**src/shared/ordm_pkg.sv**
```systemverilog
/*
 * Constants and carrier types of the per-channel optical receive
 * diagnostic map. Assumes one 40 MHz clock; the management link and all
 * measurement strobes are already synchronous to it.
 */
`default_nettype none
package ordm_pkg;
	// Management addresses, eight-bit form with the direction bit clear
	localparam logic [7:0] DEV_ADDR_CH0   = 8'ha2;
	localparam logic [7:0] DEV_ADDR_CH1   = 8'hb2;
	// Byte offsets of the diagnostic map
	localparam logic [7:0] OFF_TEMP_HI    = 8'h60;
	localparam logic [7:0] OFF_TEMP_LO    = 8'h61;
	localparam logic [7:0] OFF_VCC_HI     = 8'h62;
	localparam logic [7:0] OFF_VCC_LO     = 8'h63;
	localparam logic [7:0] OFF_PWR_HI     = 8'h68;
	localparam logic [7:0] OFF_PWR_LO     = 8'h69;
	localparam logic [7:0] OFF_STATUS     = 8'h6e;
	localparam logic [7:0] OFF_UPDATE     = 8'h6f;
	localparam logic [7:0] OFF_ENV_ALARM  = 8'h70;
	localparam logic [7:0] OFF_PWR_ALARM  = 8'h71;
	localparam logic [7:0] OFF_ENV_WARN   = 8'h74;
	localparam logic [7:0] OFF_PWR_WARN   = 8'h75;
	localparam logic [7:0] OFF_SCRATCH_LO = 8'h80;
	localparam logic [7:0] OFF_SCRATCH_HI = 8'hf7;
	localparam int         SCRATCH_BYTES  = 120;
	localparam int         THR_BYTES      = 40;
	// Threshold pairs, high byte at the lower offset
	localparam logic [7:0] THR_TEMP_HA    = 8'h00;
	localparam logic [7:0] THR_TEMP_LA    = 8'h02;
	localparam logic [7:0] THR_TEMP_HW    = 8'h04;
	localparam logic [7:0] THR_TEMP_LW    = 8'h06;
	localparam logic [7:0] THR_VCC_HA     = 8'h08;
	localparam logic [7:0] THR_VCC_LA     = 8'h0a;
	localparam logic [7:0] THR_VCC_HW     = 8'h0c;
	localparam logic [7:0] THR_VCC_LW     = 8'h0e;
	localparam logic [7:0] THR_PWR_HA     = 8'h20;
	localparam logic [7:0] THR_PWR_LA     = 8'h22;
	localparam logic [7:0] THR_PWR_HW     = 8'h24;
	localparam logic [7:0] THR_PWR_LW     = 8'h26;
	// Field positions
	localparam int         SIGNAL_LOST_BIT = 1;
	localparam int         UPD_TEMP_BIT   = 7;
	localparam int         UPD_VCC_BIT    = 6;
	localparam int         UPD_PWR_BIT    = 3;
	// Reset values
	localparam logic [15:0] MEAS_RST      = 16'h0000;
	localparam logic [7:0]  BYTE_RST      = 8'h00;

	// One channel's measurement input
	typedef struct packed {
		logic [15:0] temp;
		logic [15:0] vcc;
		logic [15:0] pwr;
		logic        tempStb;
		logic        vccStb;
		logic        pwrStb;
		logic        receiveSignalLost;
	} ordm_meas_s;

	// One channel's live register image
	typedef struct packed {
		logic [15:0] temp;
		logic [15:0] vcc;
		logic [15:0] pwr;
		logic [2:0]  upd;    // Temp, vcc, power
		logic [3:0]  envAlm; // Temp hi, temp lo, vcc hi, vcc lo
		logic [1:0]  pwrAlm; // Power hi, power lo
		logic [3:0]  envWrn;
		logic [1:0]  pwrWrn;
		logic        signalLost;
	} ordm_chan_s;

	typedef enum logic [2:0] {
		ST_IDLE, ST_ADDR, ST_AACK, ST_WR, ST_WACK, ST_RD, ST_RACK
	} ordm_link_e;
endpackage
`default_nettype wire

```
**src/core/ordm_diag_map.sv**
```systemverilog
/*
 * Two-channel diagnostic register map behind a two-wire management slave.
 * Assumes scl and sda are already synchronous to mclk and that the
 * board provides the open-drain wire resolution from sdaOut/sdaOeN.
 */
// Notes on behaviour
// - Temperature word at offsets 96 and 97.
// - Supply voltage word at offsets 98 and 99.
// - Received power word at offsets 104 and 105.
// - Offset 110 bit 1 mirrors signal loss.
// - Update bit 7 set on temperature update.
// - Update bit 6 set on voltage update.
// - Update bit 3 set on power update.
// - Alarm bit 7: temperature above high alarm.
// - Alarm bit 6: temperature below low alarm.
// - Alarm bit 5: voltage above high alarm.
// - Alarm bit 4: voltage below low alarm.
// - Power alarm bit 7: power above high.
// - Power alarm bit 6: power below low.
// - Warning bit 7: temperature above high warning.
// - Warning bit 6: temperature below low warning.
// - Warning bit 5: voltage above high warning.
// - Warning bit 4: voltage below low warning.
// - Power warning bit 7: power above high.
// - Power warning bit 6: power below low.
// - Address A2h is channel one, B2h two.
// - Thresholds are words, high byte first, low map.
`timescale 1ns/1ps
`default_nettype none
module ordm_diag_map (
	input  wire logic                  mclk,
	input  wire logic                  rst_n,
	input  wire logic                  scl,
	input  wire logic                  sdaIn,
	output logic                       sdaOut,
	output logic                       sdaOeN,
	input  wire ordm_pkg::ordm_meas_s  meas [2]
);
	import ordm_pkg::*;

	// ==================================================================
	// Reset release
	// ==================================================================
	logic [1:0] rstSync;
	logic       rstN;

	// Two-stage release of the asynchronous reset
	always_ff @(posedge mclk or negedge rst_n) begin
		if (!rst_n) begin
			rstSync <= 2'b00;
		end else begin
			rstSync <= {rstSync[0], 1'b1};
		end
	end
	assign rstN = rstSync[1];

	// ==================================================================
	// State and memories
	// ==================================================================
	typedef struct packed {
		ordm_link_e  st;
		logic        sclQ;
		logic        sdaQ;
		logic [7:0]  shift;
		logic [3:0]  bitCnt;
		logic        chan;
		logic        rw;
		logic        havePtr;
		logic        driveLow;
		logic        hostAck;
		logic [1:0][7:0] ptr;
		ordm_chan_s [1:0] ch;
	} ordm_state_s;

	ordm_state_s cur;
	ordm_state_s next_cur;

	logic [7:0] thrMem  [2][THR_BYTES];
	logic [7:0] scratch [SCRATCH_BYTES];

	logic       wrEn;
	logic       wrCh;
	logic [7:0] wrOff;
	logic [7:0] wrData;
	logic       sclRise;
	logic       sclFall;
	logic       startCond;
	logic       stopCond;

	// Bus condition detection on the sampled pins
	assign sclRise   = scl & ~cur.sclQ;
	assign sclFall   = ~scl & cur.sclQ;
	assign startCond = cur.sclQ & scl & cur.sdaQ & ~sdaIn;
	assign stopCond  = cur.sclQ & scl & ~cur.sdaQ & sdaIn;

	// ==================================================================
	// Helpers
	// ==================================================================
	// Threshold word, high byte at the lower offset
	function automatic logic [15:0] thrWord(input logic c, input logic [7:0] off);
		thrWord = {thrMem[c][off[5:0]], thrMem[c][off[5:0] + 6'd1]};
	endfunction

	// Readable byte of one channel's map; unmapped bytes read zero
	function automatic logic [7:0] mapByte(input logic c, input ordm_chan_s r,
	                                       input logic [7:0] off);
		logic [7:0] idx;
		idx = off - OFF_SCRATCH_LO;
		mapByte = BYTE_RST;
		if (off < 8'(THR_BYTES)) begin
			mapByte = thrMem[c][off[5:0]];
		end else if (c && off >= OFF_SCRATCH_LO && off <= OFF_SCRATCH_HI) begin
			mapByte = scratch[idx[6:0]];
		end else begin
			case (off)
				OFF_TEMP_HI:   mapByte = r.temp[15:8];
				OFF_TEMP_LO:   mapByte = r.temp[7:0];
				OFF_VCC_HI:    mapByte = r.vcc[15:8];
				OFF_VCC_LO:    mapByte = r.vcc[7:0];
				OFF_PWR_HI:    mapByte = r.pwr[15:8];
				OFF_PWR_LO:    mapByte = r.pwr[7:0];
				OFF_STATUS:    mapByte = 8'(r.signalLost) << SIGNAL_LOST_BIT;
				OFF_UPDATE:    mapByte = (8'(r.upd[2]) << UPD_TEMP_BIT)
				                       | (8'(r.upd[1]) << UPD_VCC_BIT)
				                       | (8'(r.upd[0]) << UPD_PWR_BIT);
				OFF_ENV_ALARM: mapByte = {r.envAlm, 4'h0};
				OFF_PWR_ALARM: mapByte = {r.pwrAlm, 6'h00};
				OFF_ENV_WARN:  mapByte = {r.envWrn, 4'h0};
				OFF_PWR_WARN:  mapByte = {r.pwrWrn, 6'h00};
				default:       mapByte = BYTE_RST;
			endcase
		end
	endfunction

	// ==================================================================
	// Next-state logic
	// ==================================================================
	always_comb begin
		next_cur = cur;
		wrEn     = 1'b0;
		wrCh     = 1'b0;
		wrOff    = BYTE_RST;
		wrData   = BYTE_RST;
		next_cur.sclQ = scl;
		next_cur.sdaQ = sdaIn;

		// Management link slave
		if (startCond) begin
			next_cur.st       = ST_ADDR;
			next_cur.bitCnt   = 4'h0;
			next_cur.driveLow = 1'b0;
			next_cur.havePtr  = 1'b0;
		end else if (stopCond) begin
			next_cur.st       = ST_IDLE;
			next_cur.driveLow = 1'b0;
		end else begin
			case (cur.st)
				ST_IDLE: begin
					next_cur.driveLow = 1'b0;
				end
				ST_ADDR, ST_WR: begin
					if (sclRise && cur.bitCnt < 4'h8) begin
						next_cur.shift  = {cur.shift[6:0], sdaIn};
						next_cur.bitCnt = cur.bitCnt + 4'h1;
					end else if (sclFall && cur.bitCnt == 4'h8) begin
						if (cur.st == ST_ADDR) begin
							// Channel chosen by device address
							if (cur.shift[7:1] == DEV_ADDR_CH0[7:1] ||
							    cur.shift[7:1] == DEV_ADDR_CH1[7:1]) begin
								next_cur.chan     = (cur.shift[7:1] == DEV_ADDR_CH1[7:1]);
								next_cur.rw       = cur.shift[0];
								next_cur.driveLow = 1'b1;
								next_cur.st       = ST_AACK;
							end else begin
								next_cur.st = ST_IDLE;
							end
						end else begin
							// First byte sets the pointer, later ones are data
							next_cur.driveLow = 1'b1;
							next_cur.st       = ST_WACK;
							if (!cur.havePtr) begin
								next_cur.ptr[cur.chan] = cur.shift;
								next_cur.havePtr       = 1'b1;
							end else begin
								wrEn   = 1'b1;
								wrCh   = cur.chan;
								wrOff  = cur.ptr[cur.chan];
								wrData = cur.shift;
								next_cur.ptr[cur.chan] = cur.ptr[cur.chan] + 8'h01;
							end
						end
					end
				end
				ST_AACK, ST_RACK: begin
					if (sclRise) begin
						next_cur.hostAck = ~sdaIn;
					end else if (sclFall) begin
						if (cur.st == ST_AACK && !cur.rw) begin
							next_cur.driveLow = 1'b0;
							next_cur.bitCnt   = 4'h0;
							next_cur.st       = ST_WR;
						end else if (cur.st == ST_AACK || cur.hostAck) begin
							// Load the next byte and drive its top bit
							next_cur.shift    = mapByte(cur.chan, cur.ch[cur.chan],
							                            cur.ptr[cur.chan]);
							next_cur.driveLow = ~next_cur.shift[7];
							next_cur.bitCnt   = 4'h1;
							next_cur.st       = ST_RD;
							if (cur.ptr[cur.chan] == OFF_UPDATE) begin
								next_cur.ch[cur.chan].upd = 3'b000;
							end
						end else begin
							next_cur.driveLow = 1'b0;
							next_cur.st       = ST_IDLE;
						end
					end
				end
				ST_WACK: begin
					if (sclFall) begin
						next_cur.driveLow = 1'b0;
						next_cur.bitCnt   = 4'h0;
						next_cur.st       = ST_WR;
					end
				end
				ST_RD: begin
					if (sclFall) begin
						if (cur.bitCnt == 4'h8) begin
							next_cur.driveLow      = 1'b0;
							next_cur.st            = ST_RACK;
							next_cur.ptr[cur.chan] = cur.ptr[cur.chan] + 8'h01;
						end else begin
							next_cur.shift    = {cur.shift[6:0], 1'b0};
							next_cur.driveLow = ~cur.shift[6];
							next_cur.bitCnt   = cur.bitCnt + 4'h1;
						end
					end
				end
				default: begin
					next_cur.st       = ST_IDLE;
					next_cur.driveLow = 1'b0;
				end
			endcase
		end

		// Measurement capture after the link, so a new update beats a read clear
		for (int c = 0; c < 2; c++) begin
			next_cur.ch[c].signalLost = meas[c].receiveSignalLost;
			if (meas[c].tempStb) begin
				next_cur.ch[c].temp   = meas[c].temp;
				next_cur.ch[c].upd[2] = 1'b1;
				next_cur.ch[c].envAlm[3] =
					$signed(meas[c].temp) > $signed(thrWord(1'(c), THR_TEMP_HA));
				next_cur.ch[c].envAlm[2] =
					$signed(meas[c].temp) < $signed(thrWord(1'(c), THR_TEMP_LA));
				next_cur.ch[c].envWrn[3] =
					$signed(meas[c].temp) > $signed(thrWord(1'(c), THR_TEMP_HW));
				next_cur.ch[c].envWrn[2] =
					$signed(meas[c].temp) < $signed(thrWord(1'(c), THR_TEMP_LW));
			end
			if (meas[c].vccStb) begin
				next_cur.ch[c].vcc    = meas[c].vcc;
				next_cur.ch[c].upd[1] = 1'b1;
				next_cur.ch[c].envAlm[1] = meas[c].vcc > thrWord(1'(c), THR_VCC_HA);
				next_cur.ch[c].envAlm[0] = meas[c].vcc < thrWord(1'(c), THR_VCC_LA);
				next_cur.ch[c].envWrn[1] = meas[c].vcc > thrWord(1'(c), THR_VCC_HW);
				next_cur.ch[c].envWrn[0] = meas[c].vcc < thrWord(1'(c), THR_VCC_LW);
			end
			if (meas[c].pwrStb) begin
				next_cur.ch[c].pwr    = meas[c].pwr;
				next_cur.ch[c].upd[0] = 1'b1;
				next_cur.ch[c].pwrAlm[1] = meas[c].pwr > thrWord(1'(c), THR_PWR_HA);
				next_cur.ch[c].pwrAlm[0] = meas[c].pwr < thrWord(1'(c), THR_PWR_LA);
				next_cur.ch[c].pwrWrn[1] = meas[c].pwr > thrWord(1'(c), THR_PWR_HW);
				next_cur.ch[c].pwrWrn[0] = meas[c].pwr < thrWord(1'(c), THR_PWR_LW);
			end
		end
	end

	// ==================================================================
	// Registers
	// ==================================================================
	// State register
	always_ff @(posedge mclk or negedge rstN) begin
		if (!rstN) begin
			cur <= '0;
			cur.sclQ <= 1'b1;
			cur.sdaQ <= 1'b1;
			cur.st   <= ST_IDLE;
		end else begin
			cur <= next_cur;
		end
	end

	// Host-writable threshold and scratch bytes
	always_ff @(posedge mclk) begin
		if (wrEn && wrOff < 8'(THR_BYTES)) begin
			thrMem[wrCh][wrOff[5:0]] <= wrData;
		end
		if (wrEn && wrCh && wrOff >= OFF_SCRATCH_LO && wrOff <= OFF_SCRATCH_HI) begin
			scratch[7'(wrOff - OFF_SCRATCH_LO)] <= wrData;
		end
	end

	// Open-drain data pin: only ever pulls low
	assign sdaOut = 1'b0;
	assign sdaOeN = ~cur.driveLow;

	// Update bytes as the host would read them
	logic [1:0][7:0] updByte;
	assign updByte = {mapByte(1'b1, cur.ch[1], OFF_UPDATE),
	                  mapByte(1'b0, cur.ch[0], OFF_UPDATE)};
endmodule
`default_nettype wire

```
**config.mk**
```make
export PLATFORM = sky130hd
export DESIGN_NAME = ordm_diag_map
export DESIGN_NICKNAME = d
export VERILOG_FILES = /design/src/shared/ordm_pkg.sv /design/src/core/ordm_diag_map.sv
export SDC_FILE = /design/constraint.sdc
export NUM_CORES = 2
export LEC_CHECK = 0
export ABC_AREA = 1
export BUFFER_PORTS_ARGS = -buffer_cell sky130_fd_sc_hd__buf_2
export CAP_MARGIN = 20
export CORE_MARGIN = 5
export CORE_UTILIZATION = 57
export DETAILED_ROUTE_END_ITERATION = 12
export PLACE_DENSITY = 0.76
export SETUP_SLACK_MARGIN = 0.2
export SYNTH_ARGS = -nofsm -noshare
export SYNTH_HDL_FRONTEND = slang
export SYNTH_SLANG_ARGS = --single-unit
```
**constraint.sdc**
```tcl
create_clock -name mclk -period 4.9 [get_ports mclk]
set_input_delay 0 -clock mclk [delete_from_list [all_inputs] [get_ports mclk]]
set_output_delay 0 -clock mclk [all_outputs]
set_load 0.01 [all_outputs]
```
==> flow_summary_export.csv <==
group,metric,value,unit
run_status,outcome,"finished, final reports clean",
yosys,avgSynthCellArea,10.4,µm²
yosys,synthAdderAreaFrac,5.73,%
hold_path,timing.hold.worst.start,"meas[2]",
die,num_rows,139,
final_layout,final_common_cell,"nand2_1",
final_layout,final-instance-count-excl-fill,10291,
timing,worst_pin_slew,1200,ps
setup_path,ff2ff_path_depth,15,
timing,finalClockSkew,50.9,ps
power_and_ir_drop,irDropWorstVdd,0.331,mV
place,placed_area,0.0855,mm²
final_layout,postLayoutCoreUtil,65.5,%
die,fp.dieArea,0.153,mm²
setup_path,endpoint_kind,"register",
clock_network,cts_setup_buffers,0,
setup_path,r2r_setup_slack,600,ps
timing,slew_headroom,19.6,%
clock_network,ctsHoldBuffers,276,
die,die_h,391,µm
job,max-cap-violations,0,
setup_path,arrival,4730,ps
detailed_routing,drc_errors,0,
yosys,ys_types,58,
timing,fmax,0.233,GHz
clock_network,cts-root-buf,"clkbuf_16",
global_route,use_met3,9.09,%
setup_path,crit_type,"register to register",
yosys,synth_ff_type,"edfxtp_1",
place,dpl.cell_count,9679,
detailed_routing,drt_pass1_iterations,8,
detailed_routing,drt_iter0_drc,8638,
setup_path,path_depth,15,
global_route,grt.overflow.total,0,
place,routabilityCongestion,1.04,
place,port_buffers,108,
timing,hold_viol_final,0,
timing,finalSetupTns,0,ps
place,dp_hpwl,159,mm
clock_network,path_clk_slew,60,ps
yosys,syn_inst,7910,
yosys,synth_seq_area_share,63.3,%
setup_path,crit_buf_inv,6,
die,fp.dieW,391,µm
clock_network,cts.repair.resized,0,
die,io_pins,110,
yosys,ys_warn_count,0,
detailed_routing,routed_wl,259,mm
power_and_ir_drop,p_leak,38.3,nW
hold_path,worstHoldPathCells,4,
setup_path,slowest_stage,"nor3_1",
yosys,synth_xor_area_share,0.0848,%
clock_network,cts_sinks,1768,
hold_path,hold_path_end,"cur[106]",
timing,timing.hold.ws,118,ps
setup_path,crit_family,"simple AND/OR/NAND/NOR gates",
power_and_ir_drop,power_density,373,mW/mm²
setup_path,crit_fanout,16,
final_layout,area_growth,14.0,%
yosys,synthMuxAreaShare,0.133,%
global_route,grt_usage,33.4,%
yosys,synth_top_family_by_area,"simple AND/OR/NAND/NOR gates",
global_route,grt_use_met1,42.3,%
global_route,grt_util_met2,52.4,%
timing,period_share,87.7,%
final_layout,diodes,0,
final_layout,fillCellCount,10507,
clock_network,clkLatencyLatePin,830,ps
clock_network,cts_tree,"yes",
setup_path,cp_cell_sequence,"inv_1, ha_1, nand3_1, nor2_1, inv_1, nor2_2, inv_2, nor2_2, inv_2, nor3_4, buf_4, inv_4, nor3_4, nand2_2, nor3_1",
setup_path,cp-start-kind,"register",
yosys,yosys.area_share.simple,18.7,%
final_layout,drive_gt1_share,7.51,%
setup_path,rr_startpoint,"cur[149]",
yosys,synth_edf_count,1600,
setup_path,critPathMaxStageDelay,1010,ps
yosys,ys_ff_latch,1768,
setup_path,worstReg2RegEnd,"thrMem[0][253]",
global_route,antenna_found_initial,5,
yosys,synth_nets,8396,
timing,min_period,4300,ps
detailed_routing,routedWlPerCell,25.1,µm
clock_network,htree_levels,4,
setup_path,worstPathRequired,5340,ps
global_route,grt_max_degree,183,
detailed_routing,ant_nets,0,
die,core,0.144,mm²
detailed_routing,num_vias,63202,
global_route,top_usage_layer,"met2",
die,initial_core_util,57.4,%
detailed_routing,vias_per_cell,6.14,
final_layout,fin_area,0.0941,mm²
final_layout,final_nets,8727,
timing,rsz0062_at_grt,"no",
yosys,synthesis.area,0.0826,mm²
yosys,synth_compound_area_share,6.99,%
final_layout,final_cell_mix,"2083 x nand2_1, 1600 x edfxtp_1, 690 x nor2_1",
clock_network,ctsLongestPathBuffers,3,
timing,slew_viol_final,0,
clock_network,numCtsBuffers,177,
global_route,grt_first_pass_wirelength,381,mm
yosys,async_flop_share,9.50,%
global_route,first_global_vias,61370,
hold_path,hold_path_class,"primary input to register",
timing,setup_viol,0,
setup_path,cp-startpoint,"cur[149]",
-- layer usage --
metal	wire length [µm]	share of wire [%]
met1	91100	35
met2	117000	45
met3	33200	13
met4	17400	6.7
met5	37	0.014
-- how the worst max path moves through the flow --
stage	end	slack (ps)
after floorplan	scratch[0][2]	-520
after global placement	thrMem[0][224]	790
after detailed placement	thrMem[0][224]	720
after CTS	thrMem[0][231]	650
after global routing	scratch[101][0]	450
final	thrMem[0][253]	600
-- stage by stage --
step | setup slack, ps | power, mW
after floorplan | -516 | 19.6
after global placement | 786 | 21.3
after detailed placement | 721 | 21.4
after CTS | 648 | 34.9
after global routing | 449 | 36.2
final | 601 | 35.1
-- power breakdown --
group	total (mW)	switching, mW	leakage [nW]	internal (mW)
clock network	13.6	5.93	2.80	7.66
logic	5.05	3.62	18.5	1.43
registers	16.5	0.113	17.0	16.4
total	35.1	9.66	38.3	25.5
-- final cells by class --
| type | instances | area [µm²] | share of cell area [%] |
|---|---|---|---|
| well taps | 1903 | 2380 | 2.53 |
| repair buffers | 534 | 4860 | 5.17 |
| flip-flops and latches | 1768 | 52300 | 55.5 |
| clock inverters | 106 | 1150 | 1.23 |
| clock buffers | 220 | 4660 | 4.95 |
| multi-input cells | 5089 | 26300 | 27.9 |
| inverters | 671 | 2520 | 2.68 |
-- worst register-to-register path, delay by kind of cell (launching register included) --
family                   cells  cell delay, ps
AND/OR/NAND/NOR              8            2600
buffers and inverters        6             710
adder cells (fa/ha/maj)      1             180
flip-flops                   1             400
-- cell families after synthesis --
group | after synthesis
AND/OR/NAND/NOR | 3707
flip-flops | 1768
buffers and inverters | 1053
AO/OA/AOI/OAI | 983
adder cells (fa/ha/maj) | 378
multiplexers | 11
XOR/XNOR | 8
other | 2
-- flip-flops by register name, indices dropped and copies added, names as in the netlist --
name	count
scratch	960
rstSync	2
thrMem	640
cur	166
-- synthesized netlist by cell type (all sizes together), types with 8 or more instances --
| cell | instances | share of area (%) |
|---|---|---|
| nand2 | 2095 | 9.5 |
| edfxtp | 1600 | 58 |
| nor2 | 712 | 3.3 |
| nand3 | 673 | 4.1 |
| inv | 667 | 3.0 |
| o21ai | 388 | 2.4 |
| ha | 378 | 5.7 |
| a21oi | 291 | 1.8 |
| buf | 220 | 1.3 |
| dfrtp | 166 | 5.0 |
| clkbuf | 162 | 0.74 |
| nor3 | 124 | 0.93 |
| o211ai | 96 | 0.87 |
| nand4 | 56 | 0.43 |
| o2111ai | 52 | 0.55 |
| a22oi | 38 | 0.35 |
| or2 | 22 | 0.17 |
| o22ai | 19 | 0.14 |
| o221ai | 18 | 0.19 |
| a211oi | 17 | 0.15 |
| nand3b | 16 | 0.15 |
| o31ai | 15 | 0.14 |
| mux2i | 11 | 0.13 |
| o21a | 8 | 0.073 |
Power figures use the tool's default switching activity.
